### config.mk
export PLATFORM = sky130hd
export DESIGN_NAME = render_qualifier
export DESIGN_NICKNAME = d
export VERILOG_FILES = /design/src/hdl/mask_shifter.v /design/src/hdl/render_qualifier.v
export VERILOG_INCLUDE_DIRS = /design/src /design/src/hdl
export SDC_FILE = /design/constraint.sdc
export NUM_CORES = 1
export LEC_CHECK = 0
export ABC_CLOCK_PERIOD_IN_PS = 4300
export BUFFER_PORTS_ARGS = -buffer_cell sky130_fd_sc_hd__buf_2
export CORE_MARGIN = 1
export CORE_UTILIZATION = 40
export DETAILED_ROUTE_END_ITERATION = 10
export SLEW_MARGIN = 15
export SYNTH_ARGS = -nofsm -noshare
export SYNTH_HDL_FRONTEND = slang
export SYNTH_SLANG_ARGS = --single-unit
export TNS_END_PERCENT = 100
### constraint.sdc
create_clock -name clk -period 4.3 [get_ports clk]
set_input_delay 0.215 -clock clk [delete_from_list [all_inputs] [get_ports clk]]
set_output_delay 0.215 -clock clk [all_outputs]
set_load 0.05 [all_outputs]
### src/hdl/render_qual_map.vh
// Register offsets, field positions and reset values of the render command qualifier
`ifndef RENDER_QUAL_MAP_VH
`define RENDER_QUAL_MAP_VH

// ----------------------------------------
// Register byte offsets
// ----------------------------------------
`define ADDR_RENDER_COMMAND 8'h00
`define ADDR_RASTER_MODE 8'h04
`define ADDR_MASK_PATTERN 8'h08
`define ADDR_DEPTH_WORD 8'h0c
`define ADDR_FB_WRITE_WORD 8'h10
`define ADDR_STENCIL_WORD 8'h14
`define ADDR_COLOUR_WORD 8'h18
`define ADDR_FB_SOURCE_WORD 8'h1c
`define ADDR_UNIT_ENABLES 8'h20
`define ADDR_BLOCK_FILL 8'h24
`define ADDR_FRAG_TOTAL 8'h28
`define ADDR_STATUS 8'h2c
`define ADDR_FRAG_COUNT 8'h30

// ----------------------------------------
// Render command fields
// ----------------------------------------
`define CMD_PRIM_LO 6
`define CMD_PRIM_HI 7
`define CMD_AA_ENABLE 8
`define CMD_MASK_SYNC 11
`define CMD_HOST_SYNC 12
`define CMD_TEXTURE 13
`define CMD_FOG 14
`define CMD_COVERAGE 15
`define CMD_CORRECTION 16
`define CMD_RESERVED 17
`define CMD_SPAN_DATA 18
`define PRIM_TRAPEZOID 2'h1

// ----------------------------------------
// Raster mode, unit enable and status fields
// ----------------------------------------
`define MODE_MSB_FIRST 0
`define MODE_INVERT 1
`define UNIT_TEXTURE 0
`define UNIT_FOG 1
`define UNIT_ALPHA_AA 2
`define STAT_IDLE 0
`define STAT_RUN 1
`define STAT_SUSPENDED 2
`define STAT_ABORTED 3
`define STAT_USED_LO 8

// ----------------------------------------
// Reset values and bus answers
// ----------------------------------------
`define RESET_WORD 32'h0000_0000
`define RESET_FRAG_TOTAL 16'h0010
`define RESP_OKAY 2'h0
`define RESP_SLVERR 2'h2

`endif

### src/hdl/mask_shifter.v
// Rotating cull mask word with end-bit test and consumption count
module mask_shifter #(
  parameter WIDTH = 32
) (
  input wire clk,
  input wire rstn,
  input wire load,
  input wire [WIDTH-1:0] load_word,
  input wire consume,
  input wire msb_first,
  input wire invert,
  output wire mask_pass,
  output wire exhausted,
  output wire [6:0] used
);

  localparam [6:0] FULL = WIDTH[6:0];

  reg [WIDTH-1:0] pattern;
  reg [6:0] used_count;
  wire end_bit;

  // ----------------------------------------
  // End bit test
  // ----------------------------------------
  assign end_bit = msb_first ? pattern[WIDTH-1] : pattern[0];
  assign mask_pass = end_bit ^ invert;
  assign exhausted = (used_count == FULL);
  assign used = used_count;

  // Load wins over consume; once all bits are used the word keeps
  // rotating so a stalled mask source simply replays it
  always @(posedge clk or negedge rstn) begin
    if (!rstn) begin
      pattern <= {WIDTH{1'b0}};
      used_count <= FULL;
    end else if (load) begin
      pattern <= load_word;
      used_count <= 7'h00;
    end else if (consume) begin
      if (msb_first) begin
        pattern <= {pattern[WIDTH-2:0], pattern[WIDTH-1]};
      end else begin
        pattern <= {pattern[0], pattern[WIDTH-1:1]};
      end
      if (!exhausted) begin
        used_count <= used_count + 7'h01;
      end
    end
  end

endmodule // mask_shifter

### src/hdl/render_qualifier.v
// Render command qualifier: mask and host-data synchronised fragment generation
//
// Function
// - Mask sync: end bit, optionally inverted, culls the fragment when zero.
// - Mask word rotates one position after each fragment under mask sync.
// - Mask exhausted without host sync suspends until a new mask word.
// - Any other register write during suspension aborts, then is processed.
// - With host sync too, exhaustion never suspends; old mask is reused.
// - Host sync: one fragment per write to a fragment data register.
// - Host sync without mask sync: any non-data write aborts.
// - Host sync with mask sync: non-data non-mask write aborts, then processed.
// - Mask word writes never generate a fragment.
// - Texturing needs the command texture gate and the texture unit enable.
// - Fogging needs the command fog gate and the fog unit enable.
// - Coverage weighting needs coverage gate and alpha antialias setting.
// - Scanline start correction only when gated and for aliased trapezoids.
// - Span bit clear writes block fill colour; set uses variable data.
// - Mirror setting consumes mask bits from the MSB, else from the LSB.
// - Invert setting inverts the mask before each bit test.
//
// Our own choices: the placing of the registers and the AXI4-Lite register port.
`include "render_qual_map.vh"

module render_qualifier #(
  parameter ADDR_W = 8,
  parameter MASK_W = 32,
  parameter CNT_W = 16
) (
  input wire clk,
  input wire rstn,
  input wire [ADDR_W-1:0] s_axi_awaddr,
  input wire s_axi_awvalid,
  output wire s_axi_awready,
  input wire [31:0] s_axi_wdata,
  input wire [3:0] s_axi_wstrb,
  input wire s_axi_wvalid,
  output wire s_axi_wready,
  output reg [1:0] s_axi_bresp,
  output reg s_axi_bvalid,
  input wire s_axi_bready,
  input wire [ADDR_W-1:0] s_axi_araddr,
  input wire s_axi_arvalid,
  output wire s_axi_arready,
  output reg [31:0] s_axi_rdata,
  output reg [1:0] s_axi_rresp,
  output reg s_axi_rvalid,
  input wire s_axi_rready,
  output reg frag_valid,
  output reg frag_keep,
  output reg frag_texture,
  output reg frag_fog,
  output reg frag_coverage,
  output reg frag_line_correct,
  output reg frag_variable_data,
  output reg [31:0] frag_data
);

  localparam [2:0] ST_IDLE = 3'b001;
  localparam [2:0] ST_RUN = 3'b010;
  localparam [2:0] ST_SUSP = 3'b100;

  // ----------------------------------------
  // Address decode and byte merge helpers
  // ----------------------------------------
  function is_data_reg;
    input [ADDR_W-1:0] a;
    begin
      if (a == `ADDR_DEPTH_WORD) begin
        is_data_reg = 1'b1;
      end else if (a == `ADDR_FB_WRITE_WORD) begin
        is_data_reg = 1'b1;
      end else if (a == `ADDR_STENCIL_WORD) begin
        is_data_reg = 1'b1;
      end else if (a == `ADDR_COLOUR_WORD) begin
        is_data_reg = 1'b1;
      end else if (a == `ADDR_FB_SOURCE_WORD) begin
        is_data_reg = 1'b1;
      end else begin
        is_data_reg = 1'b0;
      end
    end
  endfunction

  function is_mapped;
    input [ADDR_W-1:0] a;
    begin
      if (a[1:0] != 2'h0) begin
        is_mapped = 1'b0;
      end else if (a > `ADDR_FRAG_COUNT) begin
        is_mapped = 1'b0;
      end else begin
        is_mapped = 1'b1;
      end
    end
  endfunction

  function [31:0] merge;
    input [31:0] old;
    input [31:0] din;
    input [3:0] strb;
    integer i;
    begin
      merge = old;
      for (i = 0; i < 4; i = i + 1) begin
        if (strb[i]) begin
          merge[i*8 +: 8] = din[i*8 +: 8];
        end
      end
    end
  endfunction

  // ----------------------------------------
  // Storage
  // ----------------------------------------
  reg aw_held;
  reg w_held;
  reg [ADDR_W-1:0] aw_addr;
  reg [31:0] w_data;
  reg [3:0] w_strb;
  reg [2:0] state;
  reg [2:0] next_state;
  reg [31:0] command_word;
  reg [1:0] raster_mode;
  reg [2:0] unit_enables;
  reg [31:0] block_fill_colour;
  reg [CNT_W-1:0] frag_total;
  reg [CNT_W-1:0] remaining;
  reg [31:0] frag_count;
  reg abort_seen;
  reg abort;
  reg frag_fire;
  wire wr_do;
  wire wr_render;
  wire wr_mask;
  wire wr_data_reg;
  wire [31:0] wr_word;
  wire sync_on_mask_bits;
  wire sync_on_host_words;
  wire mask_pass;
  wire mask_exhausted;
  wire [6:0] mask_used;
  wire [1:0] prim_type;

  // ----------------------------------------
  // AXI4-Lite write channel
  // ----------------------------------------
  // Address and data are caught independently; the write acts once both
  // are held, and no new beat is taken until the response is accepted
  assign s_axi_awready = !aw_held && !s_axi_bvalid;
  assign s_axi_wready = !w_held && !s_axi_bvalid;
  assign wr_do = aw_held && w_held && !s_axi_bvalid;
  assign wr_word = merge(32'h0000_0000, w_data, w_strb);
  assign wr_render = wr_do && (aw_addr == `ADDR_RENDER_COMMAND);
  assign wr_mask = wr_do && (aw_addr == `ADDR_MASK_PATTERN);
  assign wr_data_reg = wr_do && is_data_reg(aw_addr);

  always @(posedge clk or negedge rstn) begin
    if (!rstn) begin
      aw_held <= 1'b0;
      w_held <= 1'b0;
      aw_addr <= {ADDR_W{1'b0}};
      w_data <= `RESET_WORD;
      w_strb <= 4'h0;
      s_axi_bvalid <= 1'b0;
      s_axi_bresp <= `RESP_OKAY;
    end else begin
      if (s_axi_awvalid && s_axi_awready) begin
        aw_held <= 1'b1;
        aw_addr <= s_axi_awaddr;
      end
      if (s_axi_wvalid && s_axi_wready) begin
        w_held <= 1'b1;
        w_data <= s_axi_wdata;
        w_strb <= s_axi_wstrb;
      end
      if (wr_do) begin
        aw_held <= 1'b0;
        w_held <= 1'b0;
        s_axi_bvalid <= 1'b1;
        s_axi_bresp <= is_mapped(aw_addr) ? `RESP_OKAY : `RESP_SLVERR;
      end else if (s_axi_bready) begin
        s_axi_bvalid <= 1'b0;
      end
    end
  end

  // ----------------------------------------
  // AXI4-Lite read channel
  // ----------------------------------------
  assign s_axi_arready = !s_axi_rvalid;

  // Render command is write-only and the data words are not stored for
  // read back, so those offsets read as zero
  always @(posedge clk or negedge rstn) begin
    if (!rstn) begin
      s_axi_rvalid <= 1'b0;
      s_axi_rdata <= `RESET_WORD;
      s_axi_rresp <= `RESP_OKAY;
    end else if (s_axi_arvalid && s_axi_arready) begin
      s_axi_rvalid <= 1'b1;
      s_axi_rresp <= is_mapped(s_axi_araddr) ? `RESP_OKAY : `RESP_SLVERR;
      if (s_axi_araddr == `ADDR_RASTER_MODE) begin
        s_axi_rdata <= {30'h0, raster_mode};
      end else if (s_axi_araddr == `ADDR_UNIT_ENABLES) begin
        s_axi_rdata <= {29'h0, unit_enables};
      end else if (s_axi_araddr == `ADDR_BLOCK_FILL) begin
        s_axi_rdata <= block_fill_colour;
      end else if (s_axi_araddr == `ADDR_FRAG_TOTAL) begin
        s_axi_rdata <= {{(32-CNT_W){1'b0}}, frag_total};
      end else if (s_axi_araddr == `ADDR_STATUS) begin
        s_axi_rdata <= {17'h0, mask_used, 4'h0, abort_seen, state[2], state[1], state[0]};
      end else if (s_axi_araddr == `ADDR_FRAG_COUNT) begin
        s_axi_rdata <= frag_count;
      end else begin
        s_axi_rdata <= `RESET_WORD;
      end
    end else if (s_axi_rready) begin
      s_axi_rvalid <= 1'b0;
    end
  end

  // ----------------------------------------
  // Configuration registers
  // ----------------------------------------
  always @(posedge clk or negedge rstn) begin
    if (!rstn) begin
      command_word <= `RESET_WORD;
      raster_mode <= 2'h0;
      unit_enables <= 3'h0;
      block_fill_colour <= `RESET_WORD;
      frag_total <= `RESET_FRAG_TOTAL;
    end else if (wr_do) begin
      if (aw_addr == `ADDR_RENDER_COMMAND) begin
        command_word <= wr_word & ~(32'h1 << `CMD_RESERVED);
      end else if (aw_addr == `ADDR_RASTER_MODE) begin
        raster_mode <= wr_word[1:0];
      end else if (aw_addr == `ADDR_UNIT_ENABLES) begin
        unit_enables <= wr_word[2:0];
      end else if (aw_addr == `ADDR_BLOCK_FILL) begin
        block_fill_colour <= merge(block_fill_colour, w_data, w_strb);
      end else if (aw_addr == `ADDR_FRAG_TOTAL) begin
        frag_total <= wr_word[CNT_W-1:0];
      end
    end
  end

  assign sync_on_mask_bits = command_word[`CMD_MASK_SYNC];
  assign sync_on_host_words = command_word[`CMD_HOST_SYNC];
  assign prim_type = command_word[`CMD_PRIM_HI:`CMD_PRIM_LO];

  // ----------------------------------------
  // Cull mask word
  // ----------------------------------------
  mask_shifter #(
    .WIDTH(MASK_W)
  ) u_mask (
    .clk(clk),
    .rstn(rstn),
    .load(wr_mask),
    .load_word(wr_word[MASK_W-1:0]),
    .consume(frag_fire && sync_on_mask_bits),
    .msb_first(raster_mode[`MODE_MSB_FIRST]),
    .invert(raster_mode[`MODE_INVERT]),
    .mask_pass(mask_pass),
    .exhausted(mask_exhausted),
    .used(mask_used)
  );

  // ----------------------------------------
  // Abort and fragment decisions
  // ----------------------------------------
  always @* begin
    abort = 1'b0;
    frag_fire = 1'b0;
    if (state == ST_SUSP) begin
      abort = wr_do && !wr_mask;
    end else if (state == ST_RUN && sync_on_host_words) begin
      if (sync_on_mask_bits) begin
        abort = wr_do && !wr_data_reg && !wr_mask;
      end else begin
        abort = wr_do && !wr_data_reg;
      end
      frag_fire = wr_data_reg;
    end else if (state == ST_RUN) begin
      // Free running: one fragment a cycle unless the mask has run dry or the render command is being written
      frag_fire = !wr_render && !(sync_on_mask_bits && mask_exhausted);
    end
  end

  // ----------------------------------------
  // Rasterizer state machine
  // ----------------------------------------
  // A render write restarts whenever the fragment total is nonzero, so an aborting render command is
  // processed as a fresh primitive rather than dropped
  always @* begin
    next_state = state;
    case (state)
      ST_IDLE: begin
        if (wr_render && frag_total != {CNT_W{1'b0}}) begin
          next_state = ST_RUN;
        end
      end
      ST_RUN: begin
        if (wr_render) begin
          next_state = (frag_total != {CNT_W{1'b0}}) ? ST_RUN : ST_IDLE;
        end else if (abort) begin
          next_state = ST_IDLE;
        end else if (frag_fire && remaining == {{(CNT_W-1){1'b0}}, 1'b1}) begin
          next_state = ST_IDLE;
        end else if (!sync_on_host_words && sync_on_mask_bits && mask_exhausted) begin
          next_state = ST_SUSP;
        end
      end
      ST_SUSP: begin
        if (wr_render) begin
          next_state = (frag_total != {CNT_W{1'b0}}) ? ST_RUN : ST_IDLE;
        end else if (abort) begin
          next_state = ST_IDLE;
        end else if (wr_mask) begin
          next_state = ST_RUN;
        end
      end
      default: begin
        next_state = ST_IDLE;
      end
    endcase
  end

  // State, fragment budget and sticky abort flag (set wins over clear)
  always @(posedge clk or negedge rstn) begin
    if (!rstn) begin
      state <= ST_IDLE;
      remaining <= {CNT_W{1'b0}};
      abort_seen <= 1'b0;
      frag_count <= `RESET_WORD;
    end else begin
      state <= next_state;
      if (wr_render) begin
        remaining <= frag_total;
      end else if (frag_fire) begin
        remaining <= remaining - {{(CNT_W-1){1'b0}}, 1'b1};
      end
      if (abort) begin
        abort_seen <= 1'b1;
      end else if (wr_do && aw_addr == `ADDR_STATUS && wr_word[`STAT_ABORTED]) begin
        abort_seen <= 1'b0;
      end
      if (frag_fire) begin
        frag_count <= frag_count + 32'h1;
      end
    end
  end

  // ----------------------------------------
  // Fragment output and per-primitive gates
  // ----------------------------------------
  always @(posedge clk or negedge rstn) begin
    if (!rstn) begin
      frag_valid <= 1'b0;
      frag_keep <= 1'b0;
      frag_texture <= 1'b0;
      frag_fog <= 1'b0;
      frag_coverage <= 1'b0;
      frag_line_correct <= 1'b0;
      frag_variable_data <= 1'b0;
      frag_data <= `RESET_WORD;
    end else begin
      frag_valid <= frag_fire;
      if (frag_fire) begin
        frag_keep <= sync_on_mask_bits ? mask_pass : 1'b1;
        frag_texture <= command_word[`CMD_TEXTURE] && unit_enables[`UNIT_TEXTURE];
        frag_fog <= command_word[`CMD_FOG] && unit_enables[`UNIT_FOG];
        frag_coverage <= command_word[`CMD_COVERAGE] && unit_enables[`UNIT_ALPHA_AA];
        frag_line_correct <= command_word[`CMD_CORRECTION] && prim_type == `PRIM_TRAPEZOID
          && !command_word[`CMD_AA_ENABLE];
        frag_variable_data <= command_word[`CMD_SPAN_DATA];
        if (!command_word[`CMD_SPAN_DATA]) begin
          frag_data <= block_fill_colour;
        end else if (sync_on_host_words) begin
          frag_data <= wr_word;
        end else begin
          frag_data <= `RESET_WORD; // Framebuffer or pattern data joins downstream
        end
      end
    end
  end

endmodule // render_qualifier

== After elaboration in Yosys (flattened, before gate mapping) ==
Cells that the tools add are included.

* Reduce and logical (&&, ||, !) cells: 59
* Equality and inequality tests: 27
* Bitwise logic cells: 5
* Muxes and demuxes: 61
* $lt $le $gt $ge: 2
* Add/subtract/negate cells: 3

{| class="wikitable"
|+ Operator list
! cell !! number
|-
| $mux 32 || 11
|-
| $eq 8x6->1 const B || 9
|-
| $add 32x1->32 const B || 1
|-
| $eq 8x5->1 const B || 4
|-
| $mux 16 || 2
|-
| $mux 8 || 4
|-
| $reduce_and 6->1 || 5
|-
| $mux 1 || 29
|-
| $logic_and 1x1->1 || 28
|-
| $mux 3 || 8
|-
| $mux 7 || 3
|-
| $reduce_bool 2->1 || 9
|-
| $eq 16x1->1 const B || 1
|-
| $eq 8x3->1 const B || 2
|-
| $eq 8x4->1 const B || 2
|-
| $gt 8x6->1 const B || 2
|-
| $reduce_bool 16->1 || 1
|-
| $sub 16x1->16 const B || 1
|-
| $logic_not 1->1 || 10
|-
| $pmux 3 s3 || 1
|-
| $logic_not 8->1 || 1
|-
| $add 7x1->7 const B || 1
|-
| $eq 7x6->1 const B || 1
|-
| $mux 2 || 3
|-
| other kinds (12) || 18
|}

* Bits in registers: 285
* Logic and storage cells: 189
* Output and inout bits: 80

== Logic depth before layout (Yosys ltp) ==
* Word-level depth: 16
* Depth in mapped cells: 10

== Hierarchy ==
Synthesis repeated with hierarchy kept, for this count alone.

* Cell total of the unflattened synthesis: 1212
* Area, all modules: 12897.4 µm²

{| class="wikitable"
|+ By module, submodules not included
! module !! cells an instance !! times used !! area an instance (µm²)
|-
| render_qualifier || 986 || 1 || 10632.7
|-
| mask_shifter || 226 || 1 || 2264.7
|}

== Least setup slack after synthesis ==
Ideal clock, no wire load.

* Path kind: register -> register
* Start point: reg s_axi_bvalid
* End point: reg w_data[10]
* Cell stages (with the launch flop): 6
* Path slack: 1601 ps
* Arrival: 2574 ps
* Library setup time: 125 ps
* Cells stage by stage: dfrtp_1 -> nor2_1 -> and2_1 -> clkbuf_1 -> clkbuf_1 -> mux2_2

* Cells in the longest elaborated chain, start to end: 3

{| class="wikitable"
|+ RTL lines
! item !! line !! text
|-
| from (decl) || render_qualifier.v:39 || <nowiki>output reg s_axi_bvalid,</nowiki>
|-
| from (signal assigned) || render_qualifier.v:164 || <nowiki>s_axi_bvalid <= 1'b0;</nowiki>
|-
| from (signal assigned) || render_qualifier.v:179 || <nowiki>s_axi_bvalid <= 1'b1;</nowiki>
|-
| from (signal assigned) || render_qualifier.v:182 || <nowiki>s_axi_bvalid <= 1'b0;</nowiki>
|-
| $logic_not 1->1 || render_qualifier.v:150 || <nowiki>assign s_axi_wready = !w_held && !s_axi_bvalid;</nowiki>
|-
| $logic_and 1x1->1 || render_qualifier.v:150 ||
|-
| net s_axi_wready || render_qualifier.v:37 || <nowiki>output wire s_axi_wready,</nowiki>
|-
| $logic_and 1x1->1 || render_qualifier.v:171 || <nowiki>if (s_axi_wvalid && s_axi_wready) begin</nowiki>
|-
| to (signal assigned) || render_qualifier.v:162 || <nowiki>w_data <= `RESET_WORD;</nowiki>
|-
| to (signal assigned) || render_qualifier.v:173 || <nowiki>w_data <= s_axi_wdata;</nowiki>
|-
| to (decl) || render_qualifier.v:118 || <nowiki>reg [31:0] w_data;</nowiki>
|}

The timed path passes the listed nets, and every way through them passes these cells.
A chain may end at the register's enable or synchronous reset.

== Final worst setup path ==
* Start point: reg aw_addr[1]
* End point: reg u_mask.used_count[6] (netlist: u_mask.used[6])

* Cells in the longest elaborated chain, start to end: 12

{| class="wikitable"
|+ RTL lines
! item !! line !! text
|-
| from (decl) || render_qualifier.v:117 || <nowiki>reg [ADDR_W-1:0] aw_addr;</nowiki>
|-
| from (signal assigned) || render_qualifier.v:161 || <nowiki>aw_addr <= {ADDR_W{1'b0}};</nowiki>
|-
| from (signal assigned) || render_qualifier.v:169 || <nowiki>aw_addr <= s_axi_awaddr;</nowiki>
|-
| $eq 8x5->1 (no line) || -- ||
|-
| $mux 1 || render_qualifier.v:76 || <nowiki>end else if (a == `ADDR_FB_SOURCE_WORD) begin</nowiki>
|-
| $mux 1 || render_qualifier.v:74 || <nowiki>end else if (a == `ADDR_COLOUR_WORD) begin</nowiki>
|-
| $mux 1 || render_qualifier.v:72 || <nowiki>end else if (a == `ADDR_STENCIL_WORD) begin</nowiki>
|-
| $mux 1 || render_qualifier.v:70 || <nowiki>end else if (a == `ADDR_FB_WRITE_WORD) begin</nowiki>
|-
| $mux 1 || render_qualifier.v:68 || <nowiki>if (a == `ADDR_DEPTH_WORD) begin</nowiki>
|-
| $logic_and 1x1->1 || render_qualifier.v:155 || <nowiki>assign wr_data_reg = wr_do && is_data_reg(aw_addr);</nowiki>
|-
| $mux 1 || render_qualifier.v:277 || <nowiki>end else if (state == ST_RUN && sync_on_host_words) begin</nowiki>
|-
| $mux 1 || render_qualifier.v:275 || <nowiki>if (state == ST_SUSP) begin</nowiki>
|-
| $logic_and 1x1->1 || render_qualifier.v:261 || <nowiki>.consume(frag_fire && sync_on_mask_bits),</nowiki>
|-
| $reduce_bool 2->1 (no line) || -- ||
|-
| $reduce_and 2->1 (no line) || -- ||
|-
| to (signal assigned) || mask_shifter.v:47 || <nowiki>used_count <= used_count + 7'h01;</nowiki>
|-
| to (decl) || mask_shifter.v:20 || <nowiki>reg [6:0] used_count;</nowiki>
|}

Parallel ways exist; a longest one is shown, timed or not.

==> results by group <==
Cells and area
  • Number of diodes: 0
  • Fin nets: 1485
  • Share of cells above drive strength 1: 21.87%
  • Area Growth Syn to Fin: 19.96%
  • Fillcell total: 2968
  • Post-Layout Cell Count: 1880

Critical path
  • Worst Path Required: 4750 ps
  • Slowest stage delay, CP: 570 ps
  • Critical path's slowest cell: or4_4
  • Setup CP Type: reg2reg
  • Delay-heaviest family, CP: simple AND/OR/NAND/NOR gates
  • Worst EP arrival: 3430 ps
  • CP Buf/Inv Count: 2
  • Worst path cell trace: or4_4 -> or4_4 -> o22a_4 -> inv_2 -> buf_4 -> nand4_1 -> mux2i_1
  • Crit start category: flip-flop
  • Max FO, Critical Path: 31
  • Crit path capture type: flip-flop
  • Crit-path most repeated cell: or4_4

Routing
  • 1st-iter DRT viols: 972
  • Total wire length: 38.00 mm
  • DR vias/cell: 5.656
  • DR pass1 iterations: 5
  • Wire length per cell: 20.21 um
  • Post-DRT Antenna Nets: 0
  • DRC: 0
  • DR vias: 10630

Global routing
  • Vias in the first global route: 10230
  • Largest net degree at the start of global routing: 130
  • Met3 global-route usage: 2.601%
  • Initial antenna violation count: 0
  • GRT Residual Overflow: 0
  • Wire length of the first global-routing pass: 60.29 mm
  • Global-route total usage across every layer: 22.97%
  • Most used routing layer: met1
  • GR Layer Usage met2: 34.71%
  • Met1 Usage GRT: 34.86%

Worst hold path
  • Min-delay worst type: in2reg

CTS
  • PostCTS Resize Cnt: 0
  • Number of clock sinks: 275
  • Worst-Skew Late Latency: 560 ps
  • Num CTS Buffers: 30
  • Reg clk slew, reported paths: 60 ps
  • # Post-CTS Setup Buffers: 0
  • TritonCTS clock tree: done
  • Depth of the CTS H-tree: 1
  • Clock buffer depth: 3
  • CTS Root Cell: clkbuf_16

Status
  • Status: finished, final reports clean

STA
  • RSZ-0062 raised after global routing: no
  • Slew headroom: 28.97%
  • Period Utilization, post-route: 69.28%
  • Worst-Margin Slew: 1065 ps
  • Min cycle time layout: 2979 ps
  • Slew Limit Fails: 0
  • WHS: 96.26 ps
  • Endpoints failing setup: 0
  • Fmax: 335.7 MHz
  • Clk_skew: 9.944 ps
  • Final setup TNS: 0 ps
  • Final Hold Viols: 0

Die
  • Die span in y: 182.9 um
  • Row count: 65
  • Core Area: 31880 um2
  • # IOs: 139
  • Initial Utilization: 41.07%
  • Total die area: 33460 um2
  • Die width: 182.9 um

Job
  • MaxCap Viol Count: 0

Synth
  • Most frequent cells after synthesis: dfrtp_1 (272), nand2_1 (176), o21ai_0 (128)
  • Cell taking the most area after synthesis: dfrtp_1
  • Syn. warnings: 0
  • Register area share after synthesis: 52.58%
  • Largest cells by area after synthesis: dfrtp_1 (52%), mux2_2 (6.5%), nand2_1 (5.0%)
  • Unique cell type count in the Yosys netlist: 68
  • Flops & latches, synth: 275
  • Async set-reset flop share out of synthesis: 100.0%
  • Post-synth EDFFs: 0
  • Most frequent cell after synthesis: dfrtp_1
  • Mapped cell area: 13090 um2
  • Syn avg cell area: 10.23 um2
  • Post-synth top area share: 51.98%
  • Ys flop type: dfrtp_1
  • Gate Count Post-Synth: 1280

Placement
  • Number of port buffers: 136
  • Post-DP HPWL: 25.30 mm
  • Global placement routability congestion: 0.8725
  • DP Cell Count: 1774

Power
  • Pwr/cell area: 491.4 nW/um2
  • P_leak: 7.012 nW
  • VDD IR-drop max: 0.3489 mV
## registers in the layout, summed over array words and instances (netlist names), 2 cells and up
signal / count
block_fill_colour: 32
frag_count: 32
frag_data: 32
s_axi_rdata: 32
u_mask.pattern: 32
w_data: 32
frag_total: 16
remaining: 16
command_word: 10
aw_addr: 8
u_mask.used: 7
w_strb: 4
state: 3
unit_enables: 3
raster_mode: 2
## area by class of cell
type	instances	area, um2	area share, %
Timing Repair Buffer	203	1344	8.555
Clock inverter	13	229.0	1.458
Multi-Input combinational cell	896	5767	36.71
Sequential cell	275	6888	43.85
Inverter	15	56.30	0.3585
Tap cell	435	544.3	3.465
Clock buffer	43	879.6	5.600
## final timing paths
check,startpoint,to,slack [ps],depth (start not counted)
worst max-delay path,aw_addr[1]$_DFFE_PN0P_,u_mask.used[6]$_DFFE_PN0P_,1320,7
min in group asynchronous,rstn,aw_addr[2]$_DFFE_PN0P_,350,2
max in group asynchronous,rstn,u_mask.pattern[31]$_DFFE_PN0P_,2860,3
worst max register to register,aw_addr[1]$_DFFE_PN0P_,u_mask.used[6]$_DFFE_PN0P_,1320,7
worst min-delay path,s_axi_araddr[4],s_axi_rresp[1]$_DFFE_PN0P_,100,4
worst min register to register,frag_fog$_DFFE_PN0P_,frag_fog$_DFFE_PN0P_,460,2
## worst min-delay path, stage by stage
cell	delay (ps)
buf_2	130
nand2_1	90
or2_2	110
a31oi_1	70
## metrics by stage
step / power, W / utilization [%] / worst slack [ps] / area, um2
2_1_floorplan: 0.004284 / - / 1601 / 13100
3_3_place_gp: 0.004829 / 44.22 / 1401 / 14100
3_5_place_dp: 0.004867 / 44.22 / 1340 / 14100
4_1_cts: 0.007748 / 49.26 / 1333 / 15710
5_1_grt: 0.008050 / 49.27 / 1189 / 15710
6_report: 0.007719 / 49.27 / 1321 / 15710
## power by group
group / internal (W) / switching, W / leakage (nW) / total (W)
clock: 0.00178 / 0.00107 / 0.545 / 0.00285
combinational: 0.000562 / 0.000803 / 2.76 / 0.00136
sequential: 0.00297 / 0.000530 / 3.71 / 0.00350
total: 0.00531 / 0.00241 / 7.01 / 0.00772
## repair_timing
action	CTS	global route
hold buffers	50	0
hold endpoints to repair	162	0
endpoints found under the setup margin	0	0
## routing by layer
metal	share of wire, %	up-vias
met2	44	356
li1	-	4922
met3	5.9	50
met1	47	5306
met5	0	-
met4	2.1	0
## kinds of logic (layout without fill, tap and decap cells)
group,after synthesis,count (layout),share of synthesized area [%]
other cells,1,2,0.02864
mux,120,120,9.995
xor+xnor,34,34,2.274
buf+inv,110,274,3.535
flops,275,275,52.58
simple gates,422,422,16.13
compound gates,313,313,14.97
fa+ha+maj,5,5,0.4778
## layout by cell type (no fill, tap or decap), types with 36 or more instances in the layout
cell type and count:
mux2i_1 43, nand2_1 175, a21oi_1 50, o21ai_0 128
dlygate4sd3_1 50, dfrtp_1 270, nor2_1 86, nand3_1 36
buf_2 135, mux2_2 76
Note: power is estimated with default switching activity, not from simulation.
